## src/logic/dsoc_pkg.sv

```systemverilog
// Shared constants of the deserializer output and control block.
// Assumes one 20 MHz clock and one bit per lane per clock.

// ****************************************************
// Constants and types
// ****************************************************
package dsoc_pkg;
    localparam int         LANES      = 2;      // Serial lanes
    localparam int         WORD_W     = 32;     // Parallel word width
    localparam int         HALF_W     = 16;     // Data bits per lane frame
    localparam int         FRAME_BITS = 18;     // Clock pair plus data
    localparam int         CLK_BITS   = 2;      // Embedded clock bits
    localparam logic [1:0] CLK_PAT    = 2'h2;   // Embedded one then zero
    localparam int         POS_W      = 5;      // Bit position counter
    localparam logic [4:0] POS_RISE   = 5'h00;  // Recovered clock rises
    localparam logic [4:0] POS_FALL   = 5'h09;  // Recovered clock falls
    localparam logic [4:0] POS_LAST   = 5'h11;  // Last bit of a frame
    localparam logic [4:0] POS_ONE    = 5'h01;
    localparam logic [2:0] LOCK_GOOD  = 3'h4;   // Good frames to lock
    localparam logic [2:0] GOOD_ONE   = 3'h1;
    localparam logic [1:0] LOSS_BAD   = 2'h2;   // Bad frames to drop lock
    localparam logic [1:0] BAD_ONE    = 2'h1;
    localparam int         ADDR_W     = 8;
    localparam int         DATA_W     = 32;
    // Register byte offsets
    localparam logic [7:0] REG_CTRL     = 8'h00;
    localparam logic [7:0] REG_STATUS   = 8'h04;
    localparam logic [7:0] REG_IRQ_STAT = 8'h08;
    localparam logic [7:0] REG_IRQ_MASK = 8'h0c;
    localparam logic [7:0] REG_WORD_CNT = 8'h10;
    // Field positions
    localparam int CTRL_RELOCK = 0;
    localparam int IRQ_W       = 3;
    localparam logic [2:0] MASK_RST = 3'h0;
    localparam int STS_LOCK  = 0;
    localparam int STS_OE    = 1;
    localparam int STS_PWR   = 2;
    localparam int STS_EN    = 3;
    localparam int STS_EDGE  = 4;
    localparam int STS_TIE   = 5;
    localparam int STS_STATE = 6;
    typedef enum logic [1:0] {
        ST_PDOWN  = 2'h0,
        ST_HUNT   = 2'h1,
        ST_VERIFY = 2'h2,
        ST_LOCKED = 2'h3
    } dsoc_state_e;
endpackage : dsoc_pkg

```

## src/logic/dsoc_lane_if.sv

```systemverilog
// Link between the control core and one lane deframer.
// Assumes both ends run on the same clock.
interface dsoc_lane_if;
    import dsoc_pkg::*;
    logic              ser_bit;    // Lane bit this cycle
    logic              frame_end;  // Last bit of frame now
    logic [HALF_W-1:0] half_word;  // Captured data half
    logic              clk_ok;     // Clock pair was found
    modport ctrl (output ser_bit, output frame_end,
                  input half_word, input clk_ok);
    modport lane (input ser_bit, input frame_end,
                  output half_word, output clk_ok);
endinterface : dsoc_lane_if

```

## src/logic/dsoc_lane.sv

```systemverilog
// Per-lane deframer: shifts one bit per clock and splits
// each frame into clock pair and data half.
// Assumes the core marks frame ends.
module dsoc_lane (
    input  wire logic  mclk_i,
    input  wire logic  rstn_i,
    dsoc_lane_if.lane  lif
);
    import dsoc_pkg::*;

    logic [FRAME_BITS-1:0] shift_r;   // Newest bit at the bottom
    logic [FRAME_BITS-1:0] shift_nxt;

    // Include this cycle's bit so the frame is whole at its end
    always_comb begin
        shift_nxt = {shift_r[FRAME_BITS-2:0], lif.ser_bit};
    end

    // Free-running shifter
    always_ff @(posedge mclk_i or negedge rstn_i) begin
        if (!rstn_i) begin
            shift_r <= '0;
        end else begin
            shift_r <= shift_nxt;
        end
    end

    // Capture data and check the embedded clock pair
    always_ff @(posedge mclk_i or negedge rstn_i) begin
        if (!rstn_i) begin
            lif.half_word <= '0;
            lif.clk_ok    <= 1'b0;
        end else if (lif.frame_end) begin
            lif.half_word <= shift_nxt[HALF_W-1:0];
            lif.clk_ok    <= (shift_nxt[FRAME_BITS-1 -: CLK_BITS] == CLK_PAT);
        end
    end
endmodule : dsoc_lane

```

## src/logic/dsoc_core.sv

```systemverilog
// Deserializer output and control: lock tracking,
// recovered word clock, parallel output and registers.
// Assumes lane bits and pins synchronous to mclk_i.
//
// Local design decisions: the register addresses and strobed register access.
module dsoc_core (
    input  wire logic                        mclk_i,
    input  wire logic                        rstn_i,
    input  wire logic [dsoc_pkg::LANES-1:0]  serial_lane_in_i,
    input  wire logic                        strobe_edge_select_i,
    input  wire logic                        out_en_i,
    input  wire logic                        powerdown_n_i,
    input  wire logic                        tie_low_input_i,
    input  wire logic [dsoc_pkg::ADDR_W-1:0] reg_addr_i,
    input  wire logic [dsoc_pkg::DATA_W-1:0] reg_wdata_i,
    input  wire logic                        reg_wr_i,
    input  wire logic                        reg_rd_i,
    output logic      [dsoc_pkg::DATA_W-1:0] reg_rdata_o,
    output logic                             irq_o,
    output logic      [dsoc_pkg::WORD_W-1:0] par_word_out_o,
    output logic                             par_word_oe_o,
    output logic                             recovered_word_clk_o,
    output logic                             recovered_word_clk_oe_o,
    output logic                             lock_o,
    output logic                             lock_oe_o
);
    import dsoc_pkg::*;

    // ************************************************
    // Declarations
    // ************************************************
    dsoc_state_e       state_r;     // Lock state
    dsoc_state_e       state_nxt;
    logic [POS_W-1:0]  pos_r;       // Bit within frame
    logic [POS_W-1:0]  pos_nxt;
    logic [2:0]        good_r;      // Good frames seen
    logic [2:0]        good_nxt;
    logic [1:0]        bad_r;       // Bad frames in a row
    logic [1:0]        bad_nxt;
    logic              slip_r;      // Hold position once
    logic              slip_nxt;
    logic              chk_r;       // Lane results valid
    logic              frame_end;
    logic              relock;      // Software relock
    logic              all_ok;
    logic [LANES-1:0]  lane_ok;
    logic [WORD_W-1:0] rx_word;     // Word from lanes
    logic [WORD_W-1:0] pend_r;      // Word awaiting launch
    logic              pend_v_r;
    logic              launch;
    logic              ev_acq;
    logic              ev_lost;
    logic              ev_ferr;
    logic [IRQ_W-1:0]  stat_r;      // Sticky events
    logic [IRQ_W-1:0]  stat_nxt;
    logic [IRQ_W-1:0]  mask_r;
    logic [IRQ_W-1:0]  w1c;
    logic [DATA_W-1:0] cnt_r;       // Words launched
    logic [DATA_W-1:0] status;

    // ************************************************
    // Lane deframers
    // ************************************************
    // Lane 0 carries the upper half, most significant first
    for (genvar g = 0; g < LANES; g++) begin : g_lane
        dsoc_lane_if lif ();
        assign lif.ser_bit   = serial_lane_in_i[g];
        assign lif.frame_end = frame_end;
        dsoc_lane u_lane (
            .mclk_i (mclk_i),
            .rstn_i (rstn_i),
            .lif    (lif.lane)
        );
        assign lane_ok[g] = lif.clk_ok;
        assign rx_word[WORD_W-1-g*HALF_W -: HALF_W] = lif.half_word;
    end

    assign all_ok = &lane_ok;

    // ************************************************
    // Frame timing
    // ************************************************
    // Position counter; a slip stretches one frame by a bit
    always_comb begin
        if (state_r == ST_PDOWN) begin
            pos_nxt = POS_RISE;
        end else if (slip_r) begin
            pos_nxt = pos_r;
        end else if (pos_r == POS_LAST) begin
            pos_nxt = POS_RISE;
        end else begin
            pos_nxt = pos_r + POS_ONE;
        end
    end

    assign frame_end = (state_r != ST_PDOWN) && !slip_r && (pos_r == POS_LAST);

    // Position and check strobe
    always_ff @(posedge mclk_i or negedge rstn_i) begin
        if (!rstn_i) begin
            pos_r <= POS_RISE;
            chk_r <= 1'b0;
        end else begin
            pos_r <= pos_nxt;
            chk_r <= frame_end;
        end
    end

    assign relock = reg_wr_i && (reg_addr_i == REG_CTRL) && reg_wdata_i[CTRL_RELOCK];

    // ************************************************
    // Lock state machine
    // ************************************************
    // Lock comes from clock pairs in ordinary frames only;
    // random data may mimic a pair, so several in a row count
    always_comb begin
        state_nxt = state_r;
        good_nxt  = good_r;
        bad_nxt   = bad_r;
        slip_nxt  = 1'b0;
        ev_acq    = 1'b0;
        ev_lost   = 1'b0;
        ev_ferr   = 1'b0;
        if (!powerdown_n_i) begin
            // Standby shuts the loop down
            state_nxt = ST_PDOWN;
            good_nxt  = '0;
            bad_nxt   = '0;
            ev_lost   = (state_r == ST_LOCKED);
        end else if (relock) begin
            state_nxt = ST_HUNT;
            good_nxt  = '0;
            bad_nxt   = '0;
            ev_lost   = (state_r == ST_LOCKED);
        end else begin
            case (state_r)
                ST_PDOWN: begin
                    state_nxt = ST_HUNT;
                end
                ST_HUNT: begin
                    if (chk_r && all_ok) begin
                        state_nxt = ST_VERIFY;
                        good_nxt  = GOOD_ONE;
                    end else if (chk_r) begin
                        slip_nxt = 1'b1; // Try next bit
                    end
                end
                ST_VERIFY: begin
                    if (chk_r && all_ok) begin
                        good_nxt = good_r + GOOD_ONE;
                        if (good_r + GOOD_ONE == LOCK_GOOD) begin
                            state_nxt = ST_LOCKED;
                            ev_acq    = 1'b1;
                        end
                    end else if (chk_r) begin
                        state_nxt = ST_HUNT;
                        good_nxt  = '0;
                        slip_nxt  = 1'b1;
                    end
                end
                ST_LOCKED: begin
                    if (chk_r && all_ok) begin
                        bad_nxt = '0;
                    end else if (chk_r) begin
                        ev_ferr = 1'b1;
                        bad_nxt = bad_r + BAD_ONE;
                        if (bad_r + BAD_ONE == LOSS_BAD) begin
                            // Drop lock and hunt again
                            state_nxt = ST_HUNT;
                            bad_nxt   = '0;
                            good_nxt  = '0;
                            slip_nxt  = 1'b1;
                            ev_lost   = 1'b1;
                        end
                    end
                end
                default: begin
                    state_nxt = ST_PDOWN;
                end
            endcase
        end
    end

    // State and counters
    always_ff @(posedge mclk_i or negedge rstn_i) begin
        if (!rstn_i) begin
            state_r <= ST_PDOWN;
            good_r  <= '0;
            bad_r   <= '0;
            slip_r  <= 1'b0;
        end else begin
            state_r <= state_nxt;
            good_r  <= good_nxt;
            bad_r   <= bad_nxt;
            slip_r  <= slip_nxt;
        end
    end

    // ************************************************
    // Word path
    // ************************************************
    // Launch on the selected edge of the recovered clock
    assign launch = (state_r == ST_LOCKED) && pend_v_r && (pos_nxt != pos_r) &&
                    (strobe_edge_select_i ? (pos_nxt == POS_RISE) : (pos_nxt == POS_FALL));

    // One pending word per frame keeps the order intact
    always_ff @(posedge mclk_i or negedge rstn_i) begin
        if (!rstn_i) begin
            pend_r   <= '0;
            pend_v_r <= 1'b0;
        end else if (state_r != ST_LOCKED) begin
            pend_v_r <= 1'b0;
        end else if (chk_r && all_ok) begin
            pend_r   <= rx_word;
            pend_v_r <= 1'b1;
        end else if (launch) begin
            pend_v_r <= 1'b0;
        end
    end

    // Output word and launch count
    always_ff @(posedge mclk_i or negedge rstn_i) begin
        if (!rstn_i) begin
            par_word_out_o <= '0;
            cnt_r          <= '0;
        end else if (launch) begin
            par_word_out_o <= pend_r;
            cnt_r          <= cnt_r + 32'h0000_0001;
        end
    end

    // Recovered clock: high first half of each frame
    always_ff @(posedge mclk_i or negedge rstn_i) begin
        if (!rstn_i) begin
            recovered_word_clk_o <= 1'b0;
        end else begin
            recovered_word_clk_o <= (state_nxt != ST_PDOWN) && (pos_nxt < POS_FALL);
        end
    end

    // ************************************************
    // Pin drive enables
    // ************************************************
    // Enable low only floats pins; the loop keeps running
    always_ff @(posedge mclk_i or negedge rstn_i) begin
        if (!rstn_i) begin
            par_word_oe_o           <= 1'b0;
            recovered_word_clk_oe_o <= 1'b0;
            lock_o                  <= 1'b0;
            lock_oe_o               <= 1'b0;
        end else begin
            par_word_oe_o           <= (state_r == ST_LOCKED) && powerdown_n_i && out_en_i;
            recovered_word_clk_oe_o <= (state_r == ST_LOCKED) && powerdown_n_i && out_en_i;
            lock_o                  <= (state_r == ST_LOCKED) && powerdown_n_i;
            lock_oe_o               <= powerdown_n_i;
        end
    end

    // ************************************************
    // Interrupts
    // ************************************************
    // A set in the clearing cycle wins over the clear
    always_comb begin
        w1c = '0;
        if (reg_wr_i && (reg_addr_i == REG_IRQ_STAT)) begin
            w1c = reg_wdata_i[IRQ_W-1:0];
        end
        stat_nxt = (stat_r & ~w1c) | {ev_ferr, ev_lost, ev_acq};
    end

    // Sticky status, mask and interrupt level
    always_ff @(posedge mclk_i or negedge rstn_i) begin
        if (!rstn_i) begin
            stat_r <= '0;
            mask_r <= MASK_RST;
            irq_o  <= 1'b0;
        end else begin
            stat_r <= stat_nxt;
            if (reg_wr_i && (reg_addr_i == REG_IRQ_MASK)) begin
                mask_r <= reg_wdata_i[IRQ_W-1:0];
            end
            irq_o <= |(stat_nxt & mask_r);
        end
    end

    // ************************************************
    // Register reads
    // ************************************************
    always_comb begin
        status                = '0;
        status[STS_LOCK]      = (state_r == ST_LOCKED);
        status[STS_OE]        = par_word_oe_o;
        status[STS_PWR]       = powerdown_n_i;
        status[STS_EN]        = out_en_i;
        status[STS_EDGE]      = strobe_edge_select_i;
        status[STS_TIE]       = tie_low_input_i;
        status[STS_STATE+1 -: 2] = state_r;
    end

    // Read data stands one cycle after the strobe only
    always_ff @(posedge mclk_i or negedge rstn_i) begin
        if (!rstn_i) begin
            reg_rdata_o <= '0;
        end else if (reg_rd_i) begin
            case (reg_addr_i)
                REG_STATUS:   reg_rdata_o <= status;
                REG_IRQ_STAT: reg_rdata_o <= {{(DATA_W-IRQ_W){1'b0}}, stat_r};
                REG_IRQ_MASK: reg_rdata_o <= {{(DATA_W-IRQ_W){1'b0}}, mask_r};
                REG_WORD_CNT: reg_rdata_o <= cnt_r;
                default:      reg_rdata_o <= '0;
            endcase
        end else begin
            reg_rdata_o <= '0;
        end
    end
endmodule : dsoc_core

```

## config.mk

```make
export PLATFORM = sky130hd
export DESIGN_NAME = dsoc_core
export DESIGN_NICKNAME = d
export VERILOG_FILES = /design/src/logic/dsoc_pkg.sv /design/src/logic/dsoc_lane_if.sv /design/src/logic/dsoc_lane.sv /design/src/logic/dsoc_core.sv
export SDC_FILE = /design/constraint.sdc
export NUM_CORES = 1
export LEC_CHECK = 0
export BUFFER_PORTS_ARGS = -buffer_cell sky130_fd_sc_hd__buf_2
export CORE_MARGIN = 1.5
export CORE_UTILIZATION = 39
export CTS_CLUSTER_SIZE = 14
export DETAILED_ROUTE_END_ITERATION = 10
export HOLD_SLACK_MARGIN = 0.1
export PLACE_DENSITY = 0.61
export SLEW_MARGIN = 20
export SYNTH_ARGS = -nofsm -noshare
export SYNTH_HDL_FRONTEND = slang
export SYNTH_SLANG_ARGS = --single-unit
```

## constraint.sdc

```tcl
create_clock -name mclk_i -period 2.4 [get_ports mclk_i]
set_input_delay 0.48 -clock mclk_i [delete_from_list [all_inputs] [get_ports mclk_i]]
set_output_delay 0.48 -clock mclk_i [all_outputs]
set_load 0.005 [all_outputs]
```

# After elaboration in Yosys (flattened, before gate mapping)
# Index checks and enable logic that the tools add are counted.
[classes]
addsub = 4
order_cmp = 1
n_eq_ne = 23
n_mux = 54
n_bitwise = 5
n_reduce_logical = 26
[op_table]
columns = ["operator", "count"]
rows = [
  ["$pmux W32 S4", 1],
  ["$add A32 B1 Y32 const B", 1],
  ["$mux W32", 1],
  ["$mux W2", 15],
  ["$mux W3", 9],
  ["$mux W1", 22],
  ["$eq A8 B4 Y1 const B", 2],
  ["$mux W5", 3],
  ["$logic_and A1 B1 Y1", 13],
  ["$ne A4 B4 Y1 const B", 3],
  ["$eq A2 B2 Y1 const B", 5],
  ["$pmux W3 S3", 1],
  ["$eq A8 B3 Y1 const B", 1],
  ["$eq A8 B5 Y1 const B", 1],
  ["$logic_not A8 Y1", 1],
  ["$pmux W2 S4", 1],
  ["$and A3 B3 Y3", 2],
  ["$reduce_and A2 Y1", 3],
  ["$reduce_and A6 Y1", 1],
  ["$add A5 B1 Y5 const B", 1],
  ["$eq A5 B4 Y1 const B", 1],
  ["$eq A5 B5 Y1 const B", 1],
  ["$logic_not A5 Y1", 1],
  ["$lt A5 B4 Y1 const B", 1],
  ["21 further kinds", 22],
]
[totals]
register_bits = 222
in_bits = 50
output_inout_bits = 70
elab_cells = 137

# Longest topological paths before layout
# Gate-level depths: netlist of the first run.
[depth]
word_depth = 11
mapped_depth = 11
depth_no_buf = 8

# Cells and area by module
# Synthesis of the first run repeated with hierarchy kept, for this count alone.
[hier_totals]
cells_unflattened = 696
area_unflattened_um2 = 8805.9
[modules_own_cells]
columns = ["mod", "instances", "cells_each", "area_each_um2", "seq_area_each_um2"]
rows = [
  ["dsoc_core", 1, 586, 6588.8, 3853.7],
  ["dsoc_lane", 2, 55, 1108.6, 850.8],
]

# Worst setup path before layout of the first run
# OpenSTA, ideal clock, no wires.
[synth_timing]
path_type = "flip-flop to flip-flop"
startpoint = "reg pos_r[1]"
endpoint = "reg par_word_out_o[10] (netlist bit)"
setup_ns = 0.125
t_arrival_ns = 2.426
required_ns = 2.275
path_slack_ns = -0.151
path_stages_with_launch = 11
n_path_buf = 2
synth_period_minus_slack_ns = 2.551
path_cell_list = "dfrtp_1 inv_1 ha_1 nor4b_1 a211o_1 a21oi_1 or3_1 buf_2 nor2_2 buf_4 mux2_2"
[synth_via]
elab_chain_cells = 7
word_cells_on_any_way = 11
classes_between = "add/sub (1); eq/ne (3); mux (4); reduce/logical (3)"
[synth_lines]
columns = ["item", "line", "rtl"]
rows = [
  ["start, declared", "dsoc_core.sv:34", "logic [POS_W-1:0] pos_r;"],
  ["start signal, assigned", "dsoc_core.sv:104", "pos_r <= pos_nxt;"],
  ["$add A5 B1 Y5 / $eq A5 B5 Y1 (equally long branches)", "dsoc_core.sv:92, dsoc_core.sv:89", ""],
  ["$mux W5", "dsoc_core.sv:89", "end else if (pos_r == POS_LAST) begin"],
  ["$mux W5", "dsoc_core.sv:87", "end else if (slip_r) begin"],
  ["$mux W5", "dsoc_core.sv:85", "if (state_r == ST_PDOWN) begin"],
  ["$eq A5 B4 Y1 (tied with other cells)", "dsoc_core.sv:204", "(strobe_edge_select_i ? (pos_nxt == POS_RISE) : (pos_nxt == POS_FALL));"],
  ["$mux W1 / $logic_and A1 B1 Y1 (equally long branches)", "dsoc_core.sv:204, dsoc_core.sv:203", ""],
  ["$logic_and A1 B1 Y1 (*)", "dsoc_core.sv:203", "assign launch = (state_r == ST_LOCKED) && pend_v_r && (pos_nxt != pos_r) &&"],
  ["end signal, assigned", "dsoc_core.sv:227", "par_word_out_o <= pend_r;"],
  ["end, declared", "dsoc_core.sv:20", "output logic [dsoc_pkg::WORD_W-1:0] par_word_out_o,"],
]
# Every way passes the cells marked *; elsewhere a longest branch is shown, timed or not.
# A chain may end at the register's enable or synchronous reset.

# Final worst setup path of the first run
[layout_timing]
startpoint = "reg pos_r[0]"
endpoint = "reg par_word_out_o[10] (netlist bit)"
# The elaborated chain is that of the path after synthesis.

==> impl_results.md, run 1 <==
* Status: finished, violations left
* Violated checks: negative setup slack
* First-pass GRT wire length at 29.4 mm
* Sequential share of the synthesized area at 63.7%
* Avg Inst Size Synth at 13.5 um2
* Final setup fails at 25
* CTS Buf Count at 24
* Setup crit start kind: register
* Seq cells post-synth at around 220
* WL/cell at approximately 16 um
* Top-area cell type share of the netlist area at 63.7%
* Dpl cells at around 1000
* Vias in the first global route at 5840
* Ranking of synthesized cells by area: dfrtp_1 64%, mux2_2 12%, and3_1 2.7%, xor2_1 2.5%, mux2_4 1.5%
* Req. time, crit path at ~2.8 ns
* Die width at 153 um
* Fin crit period at 2.44 ns
* # rows at 54
* Final worst setup slack at -0.0370 ns
* Final nets at 830
* Post-Synthesis Cell Area at 8720 um2
* Count of non-filler cells in the finished layout at roughly 1100
* Post-synth cell types at 56
* Internal Power at 6.10 mW
* Max VDD drop at 0.479 mV
* GRT overflow at 0
* Initial cell density of the core at 39.8%
* EDFF count, synth at 0
* Most frequent cell after synthesis: dfrtp_1
* Total clock sinks at ~220
* Final HPWL DP at 11.4 mm
* Max Clk Rate at between 400 and 500 MHz
* Slew HR at 65.6%
* Final ANT Viol Nets at 0
* Clock power frac at between 40% and 50%
* Period utilisation layout at 102%
* Largest net degree at the start of global routing at 69
* Area Overhead vs Synth at 23.7%
* Via count at about 5500
* CTS tree: yes
* I/O Buffers at 90
* Hold WC Path Type: primary input to register
* Drt total wl at about 18 mm
* # diodes at 0
* Chip Height at 153 um
* Total GRT Usage at 15.1%
* Worst-path clk slew at around 0.06 ns
* Leakage at 5.45 nW
* RSZ-0062 raised after global routing: yes
* CTS Root Cell: clkbuf_16
* Comb pwr share at under 10%
* Share of cells above drive strength 1 at a little under 40%
* WS Path Type: register to register
* Max FO, Critical Path at 16
* MaxCap Viol Count at 0
* CTS H-tree depth at 1
* Post-synth top cells: 222 x dfrtp_1, 94 x mux2_2, 38 x and3_1
* I/O pins at 120
* Net switching share of the total power at 21.6%
* Initial DRC count at 292
* Synth Warn # at 0
* Total power draw at between 7 and 8 mW
* DRC viols at 0
* Max Root-Sink Buffers at 3
* Psw at between 1.5 and 2 mW
* Top_reg_cell synth: dfrtp_1
* Data arrival, critical path at 2.83 ns
* Core Region at about 22000 um2
* Asr flop ratio synth at 100%
* Yosys top cell by area: dfrtp_1
* Initial antenna violation count at 0
* Worst clock skew at around 0.013 ns
* Clk_lat worst skew at 0.52 ns
* 1st-pass router iterations at 4
* Die ar. at 23300 um2
* Worst slack at placement at -0.132 ns
* Final Hold Viols at 0
* Final core occ at 49.3%
* Syn nets at approximately 700
* Slew @ Worst Pin at approximately 0.51 ns
* Post-Syn Instances at around 640
* Power per cell area at 721 nW/um2
* Register share of total power at 49.7%
* Endpoint class of the critical path: register
* GP Congestion at 0.807
* Slew Viols, Final at 0
* Post-DR vias/cell at between 5 and 6
[layer usage]
metal,wire length [um],vias up,GRT usage (%)
met3,985,27,3.24
met5,0,-,0
met2,8460,136,24.9
met4,317,0,4.12
met1,7820,2786,20.3
li1,-,2532,-
[layout by cell type (no fill, tap or decap), types with 10 or more instances in the layout]
cell and instances:
clkbuf_16 24, and3_1 38, nor3_2 12, buf_4 29, nor2_1 24, nand2_1 25
xor2_1 24, mux2_2 94, nor3_1 11, nand3_1 18, buf_2 89, inv_1 14
dfrtp_1 219, nand4_1 10
[stage by stage]
stage          hold slack (ns)  instance area (um2)  setup TNS (ns)
3_5_place_dp             0.355                 9720           -1.84
3_3_place_gp             0.352                 9720         -0.0281
4_1_cts                  0.158                10600          -0.370
2_1_floorplan            0.184                 8740          -0.430
5_1_grt                  0.171                10800           -3.02
6_report                 0.187                10800          -0.541
[path summary, 6_finish.rpt]
path,start,end,slack [ns],depth (start not counted)
worst max-delay path,pos_r[0]$_DFF_PN0_,par_word_out_o[10]$_DFFE_PN0P_,-0.04,9
min in group asynchronous,rstn_i,lock_oe_o$_DFF_PN0_,0.46,2
worst min register to register,g_lane[0].u_lane.shift_r[14]$_DFF_PN0_,g_lane[0].u_lane.shift_r[15]$_DFF_PN0_,0.37,0
worst min-delay path,powerdown_n_i,lock_oe_o$_DFF_PN0_,0.19,1
worst max register to register,pos_r[0]$_DFF_PN0_,par_word_out_o[10]$_DFFE_PN0P_,-0.04,9
max in group asynchronous,rstn_i,pend_r[0]$_DFFE_PN0P_,1.21,3
[registers in the layout, indices dropped and copies added, names as in the netlist, 2 cells and up]
signal                       flops
par_word_out_o                  32
cnt_r                           32
mask_r                           3
stat_r                           3
bad_r                            2
g_lane.u_lane.shift_r           34
pend_r                          32
state_r                          2
g_lane.u_lane.lif.clk_ok         2
g_lane.u_lane.lif.half_word     32
pos_r                            5
good_r                           3
reg_rdata_o                     32
[cell families (layout without fill, tap and decap cells)]
group / count (synthesis) / in the layout / share of synthesized area, %
DFF: 222 / 222 / 63.7
and+or+nand+nor: 178 / 178 / 11.1
muxes: 104 / 104 / 13.8
AOI/OAI and AO/OA: 53 / 53 / 4.30
buffers and inverters: 45 / 187 / 2.50
xor gates and xnor gates: 33 / 33 / 3.31
adders and majority gates: 9 / 9 / 1.29
[power by group through the flow]
| stage | Sequential [mW] | Clock (mW) | Combinational, mW |
|---|---|---|---|
| after CTS | 3.86 | 3.75 | 0.283 |
| after detailed placement | 3.93 | 0 | 0.264 |
| final | 3.86 | 3.62 | 0.297 |
| after global routing | 3.87 | 3.90 | 0.336 |
| after global placement | 3.92 | 0 | 0.252 |
| after floorplan | 3.92 | 0 | 0.105 |
[area by class of cell]
type,instances,area (um2)
clock buffer,34,678
tap,280,350
timing repair buffer,131,862
fill,1903,11100
inverter,15,56.3
multi-input combinational,377,3180
sequential,222,5560
clock inverter,7,103
[worst max-delay path: stages, from the launching register on]
cell and delay [ns]:
dfrtp_2 0.47, ha_4 0.30, nor4b_4 0.21, a211o_1 0.16, a21oi_2 0.06, or3_4 0.34
buf_6 0.15, nor2_4 0.11, buf_12 0.17, mux2_2 0.34
[repair_timing]
item | 4_1_cts | 5_1_grt
endpoints found under the setup margin | 56 | 58
hold buffers | 3 | 0
pin swaps | 1 | 8
gates resized for setup | 15 | 31
endpoints found under the hold margin | 42 | 0
buffers inserted | 1 | 4
Power figures use the tool's default switching activity.
==> run 2, diff against run 1 <==
- ABC_AREA: default -> 1
==> impl_results.md, run 2 <==
* Syn nets at ~1100
* Vias in the first global route at a little under 7000
* Die width at 158 um
* Slew HR at 63.6%
* Total GRT Usage at 17.0%
* Clk_lat worst skew at about 0.53 ns
* Share of cells above drive strength 1 at 13.5%
* Max VDD drop at about 0.43 mV
* Endpoint class of the critical path: register
* XOR/XNOR Fraction of Synth Area at 1.39%
* Post-Syn Instances at 1084
* Fin Hold WS at 0.152 ns
* Initial cell density of the core at 39.9%
* Post-synth cell types at 29
* Sequential share of the synthesized area at ~59%
* Net switching share of the total power at 22.3%
* I/O Buffers at 90
* Post-DR vias/cell at approximately 4.7
* Final ANT Viol Nets at 0
* Worst clock skew at 0.0172 ns
* Setup crit start kind: register
* Clock power frac at 47.3%
* Drt total wl at 20.4 mm
* Post-Synthesis Cell Area at 9420 um2
* Chip Height at 158 um
* 1st-pass router iterations at 5
* Ranking of synthesized cells by area: dfrtp_1 59%, nand2_1 14%, nand3_1 5.5%, o21ai_0 4.3%, inv_1 4.3%
* Seq cells post-synth at 222
* Fin crit period at 2.07 ns
* Top_reg_cell synth: dfrtp_1
* CTS tree: yes
* Final HPWL DP at 13.8 mm
* Final setup fails at 0
* GRT overflow at 0
* Initial DRC count at 438
* Most used cell, CP: nand2_1
* Worst-path cell chain: inv_1 > ha_1 > inv_1 > nand2_1 > a21oi_1 > nor2_1 > nand2_1 > nor2_8 > buf_4 > nand3_1 > nand2_1
* # diodes at 0
* Adder-Cell Fraction of Synth Area at under 10%
* CTS Buf Count at 25
* GP Congestion at 0.901
* Core Region at 23600 um2
* WS Path Type: register to register
* CTS H-tree depth at 1
* Most frequent cells in the layout: 357 x nand2_1, 222 x dfrtp_1, 107 x inv_1, 101 x nand3_1, 89 x buf_2
* Most flops, register: g_lane.u_lane.shift_r
* Leading cell type in the layout, fill and taps excluded: nand2_1
* Leakage at roughly 5.6 nW
* Initial antenna violation count at 0
* EDFF count, synth at 0
* Area Overhead vs Synth at 18.9%
* Synth Area in Compound Gates at 5.47%
* Most frequent cell after synthesis: nand2_1
* Main combinational cell family by area after synthesis: simple AND/OR/NAND/NOR gates
* Post-synthesis mux area share at 0.239%
* Final nets at 1244
* Internal Power at 6.07 mW
* Comb pwr share at 3.9%
* Asr flop ratio synth at 100%
* Sequential standard cell area at 5560 um2
* Req. time, crit path at 2.86 ns
* DRC viols at 0
* Max Clk Rate at 483 MHz
* Post-CTS Setup Bufs at 0
* Slew Viols, Final at 0
* WL/cell at 13.4 um
* CTS Root Cell: clkbuf_16
* Hold WC Path Type: primary input to register
* Post-synth top cells: 357 x nand2_1, 222 x dfrtp_1, 107 x inv_1
* Number of fill cells at 2344
* Status: finished, final reports clean
* Period utilisation layout at ~86%
* I/O pins at 120
* MaxCap Viol Count at 0
* Slowest cell on crit path: dfrtp_1
* Multi-input gate area at 3270 um2
* Total power draw at 7.81 mW
* CP max stage delay at 0.39 ns
* Max Root-Sink Buffers at 3
* Slew @ Worst Pin at 0.545 ns
* Yosys top cell by area: dfrtp_1
* Via count at 7230
* Psw at 1.74 mW
* Total negative setup slack at 0 ns
* Avg Inst Size Synth at 8.69 um2
* Final Hold Viols at 0
* First-pass GRT wire length at 34.4 mm
* Register share of total power at 48.8%
* Total clock sinks at around 220
* Power per cell area at 698 nW/um2
* Die ar. at 25100 um2
* RSZ-0062 raised after global routing: no
* Synth Warn # at 0
* Max FO, Critical Path at 15
* Data arrival, critical path at 2.53 ns
* Worst-path clk slew at 0.06 ns
* # rows at 56
* Top-area cell type share of the netlist area at 59.0%
* Largest net degree at the start of global routing at 67
* Simple-gate share of the synthesized area at 26.2%
* Max reg flops at 34
## run 2: changes by cell type after synthesis, moves of 12 or more
| cell | previous run | this run |
|---|---|---|
| nand3_1 | 18 | 103 |
| o21ai_0 | 8 | 81 |
| and3_1 | 38 | 0 |
| mux2_2 | 94 | 2 |
| xor2_1 | 25 | 13 |
| buf_2 | 2 | 14 |
| nand2_1 | 26 | 357 |
| nor2_1 | 25 | 69 |
| inv_1 | 15 | 107 |
| nor3_1 | 25 | 37 |
## run 2: repair_timing
item,CTS,global route
resized for setup,0,0
hold endpoints to repair,64,0
hold buffers,3,0
## run 2: routing by layer
metal	global-route usage [%]	routed length, um
met1	24.1	9840
met2	27.7	9290
met3	2.59	940
met4	3.43	337
met5	0	0
## run 2: area by class of cell
type | instances | area share, %
sequential | 222 | 49.6
multi-input combinational | 712 | 29.2
timing repair buffer | 114 | 6.68
clock buffer | 37 | 6.44
inverter | 110 | 3.69
tap | 319 | 3.56
clock inverter | 9 | 0.860
## run 2: worst max-delay path: cells and delay by family (launching register included)
family / cells / cell delay [ns]
simple gates: 6 / 0.78
flops: 1 / 0.39
compound gates: 1 / 0.08
buf+inv: 3 / 0.55
fa+ha+maj: 1 / 0.20
## run 2: cell families after synthesis
group           count (synthesis)
mux                             2
flops                         222
xor+xnor                       15
buf+inv                       150
fa+ha+maj                       9
compound gates                 99
simple gates                  587
## run 2: power groups by stage
stage	Combinational [mW]	Sequential, mW	Clock, mW
2_1_floorplan	0.131	3.87	0
3_3_place_gp	0.305	3.88	0
3_5_place_dp	0.308	3.88	0
4_1_cts	0.313	3.81	3.81
5_1_grt	0.346	3.82	3.96
6_report	0.305	3.81	3.70
## run 2: final timing paths
check	start	to	slack, ns	cells past startpoint
worst max-delay path	state_r[1]$_DFF_PN0_	cnt_r[4]$_DFFE_PN0P_	0.33	11
worst min-delay path	powerdown_n_i	lock_oe_o$_DFF_PN0_	0.15	1
worst max register to register	state_r[1]$_DFF_PN0_	cnt_r[4]$_DFFE_PN0P_	0.33	11
worst min register to register	g_lane[0].u_lane.shift_r[15]$_DFF_PN0_	g_lane[0].u_lane.shift_r[16]$_DFF_PN0_	0.36	0
max in group asynchronous	rstn_i	pend_r[9]$_DFFE_PN0P_	1.20	3
min in group asynchronous	rstn_i	mask_r[2]$_DFFE_PN0P_	0.51	2
## run 2: through the flow
step / util [%] / setup WS, ns / area [um2] / std cells
after CTS: 47.4 / 0.318 / 11200 / 1523
after detailed placement: 43.8 / 0.303 / 10400 / 1474
after global placement: 43.8 / 0.305 / 10400 / 1474
after global routing: 47.4 / 0.0947 / 11200 / 1523
final: 47.4 / 0.330 / 11200 / 1523
after floorplan: - / 0.589 / 9420 / 1084
==> run 3, diff against run 2 <==
- REMOVE_ABC_BUFFERS: default -> 1
==> impl_results.md, run 3 (synthesis results as in run 2) <==
* Leakage at 5.64 nW
* Max FO, Critical Path at 64
* # diodes at 0
* Endpoint class of the critical path: register
* Max VDD drop at 0.429 mV
* First-pass GRT wire length at about 35 mm
* R2R setup slack at 0.29 ns
* CP max stage delay at 0.44 ns
* Share of cells above drive strength 1 at 13.8%
* MaxCap Viol Count at 0
* Worst Setup EP: par_word_out_o[16]$_DFFE_PN0P_
* Hold depth at 1
* Core Region at 23600 um2
* Final core occ at 47.4%
* Reg2reg end: par_word_out_o[16]$_DFFE_PN0P_
* Chip Height at between 150 and 200 um
* Vias in the first global route at between 7000 and 8000
* Slew Viols, Final at 0
* Final nets at around 1200
* 1st-pass router iterations at 5
* Power per cell area at 716 nW/um2
* Slew HR at 59.1%
* CTS Root Cell: clkbuf_16
* Area Overhead vs Synth at 18.9%
* Leading cell type in the layout, fill and taps excluded: nand2_1
* Cell count of the worst reg-to-reg path at 11
* Req. time, crit path at approximately 2.8 ns
* Total GRT Usage at 17.2%
* WS Path Type: register to register
* Fin crit period at 2.11 ns
* CTS H-tree depth at 1
* Max Clk Rate at 474 MHz
* GP Congestion at 0.865
* I/O Buffers at 90
* Drt total wl at ~21 mm
* Data arrival, critical path at 2.52 ns
* Worst-path cell chain: inv_1 > ha_1 > o21ai_1 > inv_1 > a21oi_1 > nor2_1 > nand2_1 > nor2_8 > buf_12 > nand3_1 > nand2_1
* DRC viols at 0
* Sequential standard cell area at 5560 um2
* Status: finished, final reports clean
* Die ar. at between 20000 and 30000 um2
* Initial antenna violation count at 0
* Worst Setup SP: pos_r[1]$_DFF_PN0_
* Fin Hold WS at 0.166 ns
* Post-route cell area at 11200 um2
* WL/cell at 13.6 um
* Multi-input gate area at 3270 um2
* Final ANT Viol Nets at 0
* Most frequent cells in the layout: 357 x nand2_1, 222 x dfrtp_1, 106 x inv_1, 101 x nand3_1, 89 x buf_2
* # rows at 56
* Worst-path clk slew at 0.06 ns
* Max reg flops at 34
* RSZ-0062 raised after global routing: no
* Most flops, register: g_lane.u_lane.shift_r
* Via count at 7237
* Final Hold Viols at 0
* Post-DP Area at 10300 um2
* RR Startpoint: pos_r[1]$_DFF_PN0_
* Die width at 158 um
* Slowest cell on crit path: dfrtp_1
* Setup crit start kind: register
* Worst clock skew at about 0.017 ns
* Hold WC Path Type: primary input to register
* Initial cell density of the core at 39.9%
* I/O pins at 120
* Final setup fails at 0
* Slew @ Worst Pin at 0.614 ns
* Largest net degree at the start of global routing at 71
* CTS Buf Count at 24
* GRT overflow at 0
* Max Root-Sink Buffers at 3
* CTS tree: yes
* Period utilisation layout at 88.0%
* Total clock sinks at 222
* Clk_lat worst skew at 0.52 ns
* Initial DRC count at between 300 and 400
* Number of fill cells at 2269
* Final HPWL DP at around 14 mm
* Post-DR vias/cell at 4.76
[run 3: layout make-up]
type	instances	area share, %
Sequential cell	222	49.6
Multi-Input combinational cell	712	29.2
Timing Repair Buffer	114	6.46
Clock buffer	28	5.76
Inverter	110	3.69
Tap cell	319	3.56
Clock inverter	16	1.79
[run 3: timing repair]
| item | 4_1_cts | 5_1_grt |
|---|---|---|
| gates resized for setup | 0 | 0 |
| endpoints found under the hold margin | 67 | 0 |
| hold buffers | 3 | 0 |
| setup buffers | 0 | 0 |
[run 3: metrics by stage]
step | worst slack (ns) | total power, mW | setup TNS (ns) | instances
after floorplan | -1.99 | 3.99 | -146.34 | 1044
after global placement | 0.304 | 4.19 | 0 | 1474
after detailed placement | 0.289 | 4.19 | 0 | 1474
after CTS | 0.283 | 8.12 | 0 | 1521
after global routing | 0.0438 | 8.29 | 0 | 1521
final | 0.289 | 8.02 | 0 | 1521
[run 3: how the worst min path moves through the flow]
stage	from	end
global route	powerdown_n_i	lock_oe_o$_DFF_PN0_
global placement	g_lane[1].u_lane.shift_r[15]$_DFF_PN0_	g_lane[1].u_lane.shift_r[16]$_DFF_PN0_
floorplan	rstn_i	bad_r[0]$_DFFE_PN0P_
finish	powerdown_n_i	lock_oe_o$_DFF_PN0_
CTS	powerdown_n_i	lock_oe_o$_DFF_PN0_
detailed placement	g_lane[1].u_lane.shift_r[15]$_DFF_PN0_	g_lane[1].u_lane.shift_r[16]$_DFF_PN0_
[run 3: critical path: cells and delay by family, from the launching register on]
kind            cells  cell delay [ns]
compound gates      2             0.45
fa+ha+maj           1             0.27
buf+inv             3             0.35
flops               1             0.44
simple gates        5             0.44
[run 3: power breakdown]
part	switching [mW]	internal, mW	leakage [nW]
logic	0.227	0.0796	2.22
clock network	1.53	2.36	0.418
registers	0.0260	3.79	3.00
total	1.79	6.23	5.64
[run 3: metal layers]
layer	GRT usage, %	part of all wire (%)	wire [um]	vias to the layer above
met2	28.0	45	9320	171
met1	24.0	48	9960	3395
met4	4.90	2.6	529	0
li1	-	-	-	3635
met3	2.67	4.5	931	36
met5	0	0	0	-
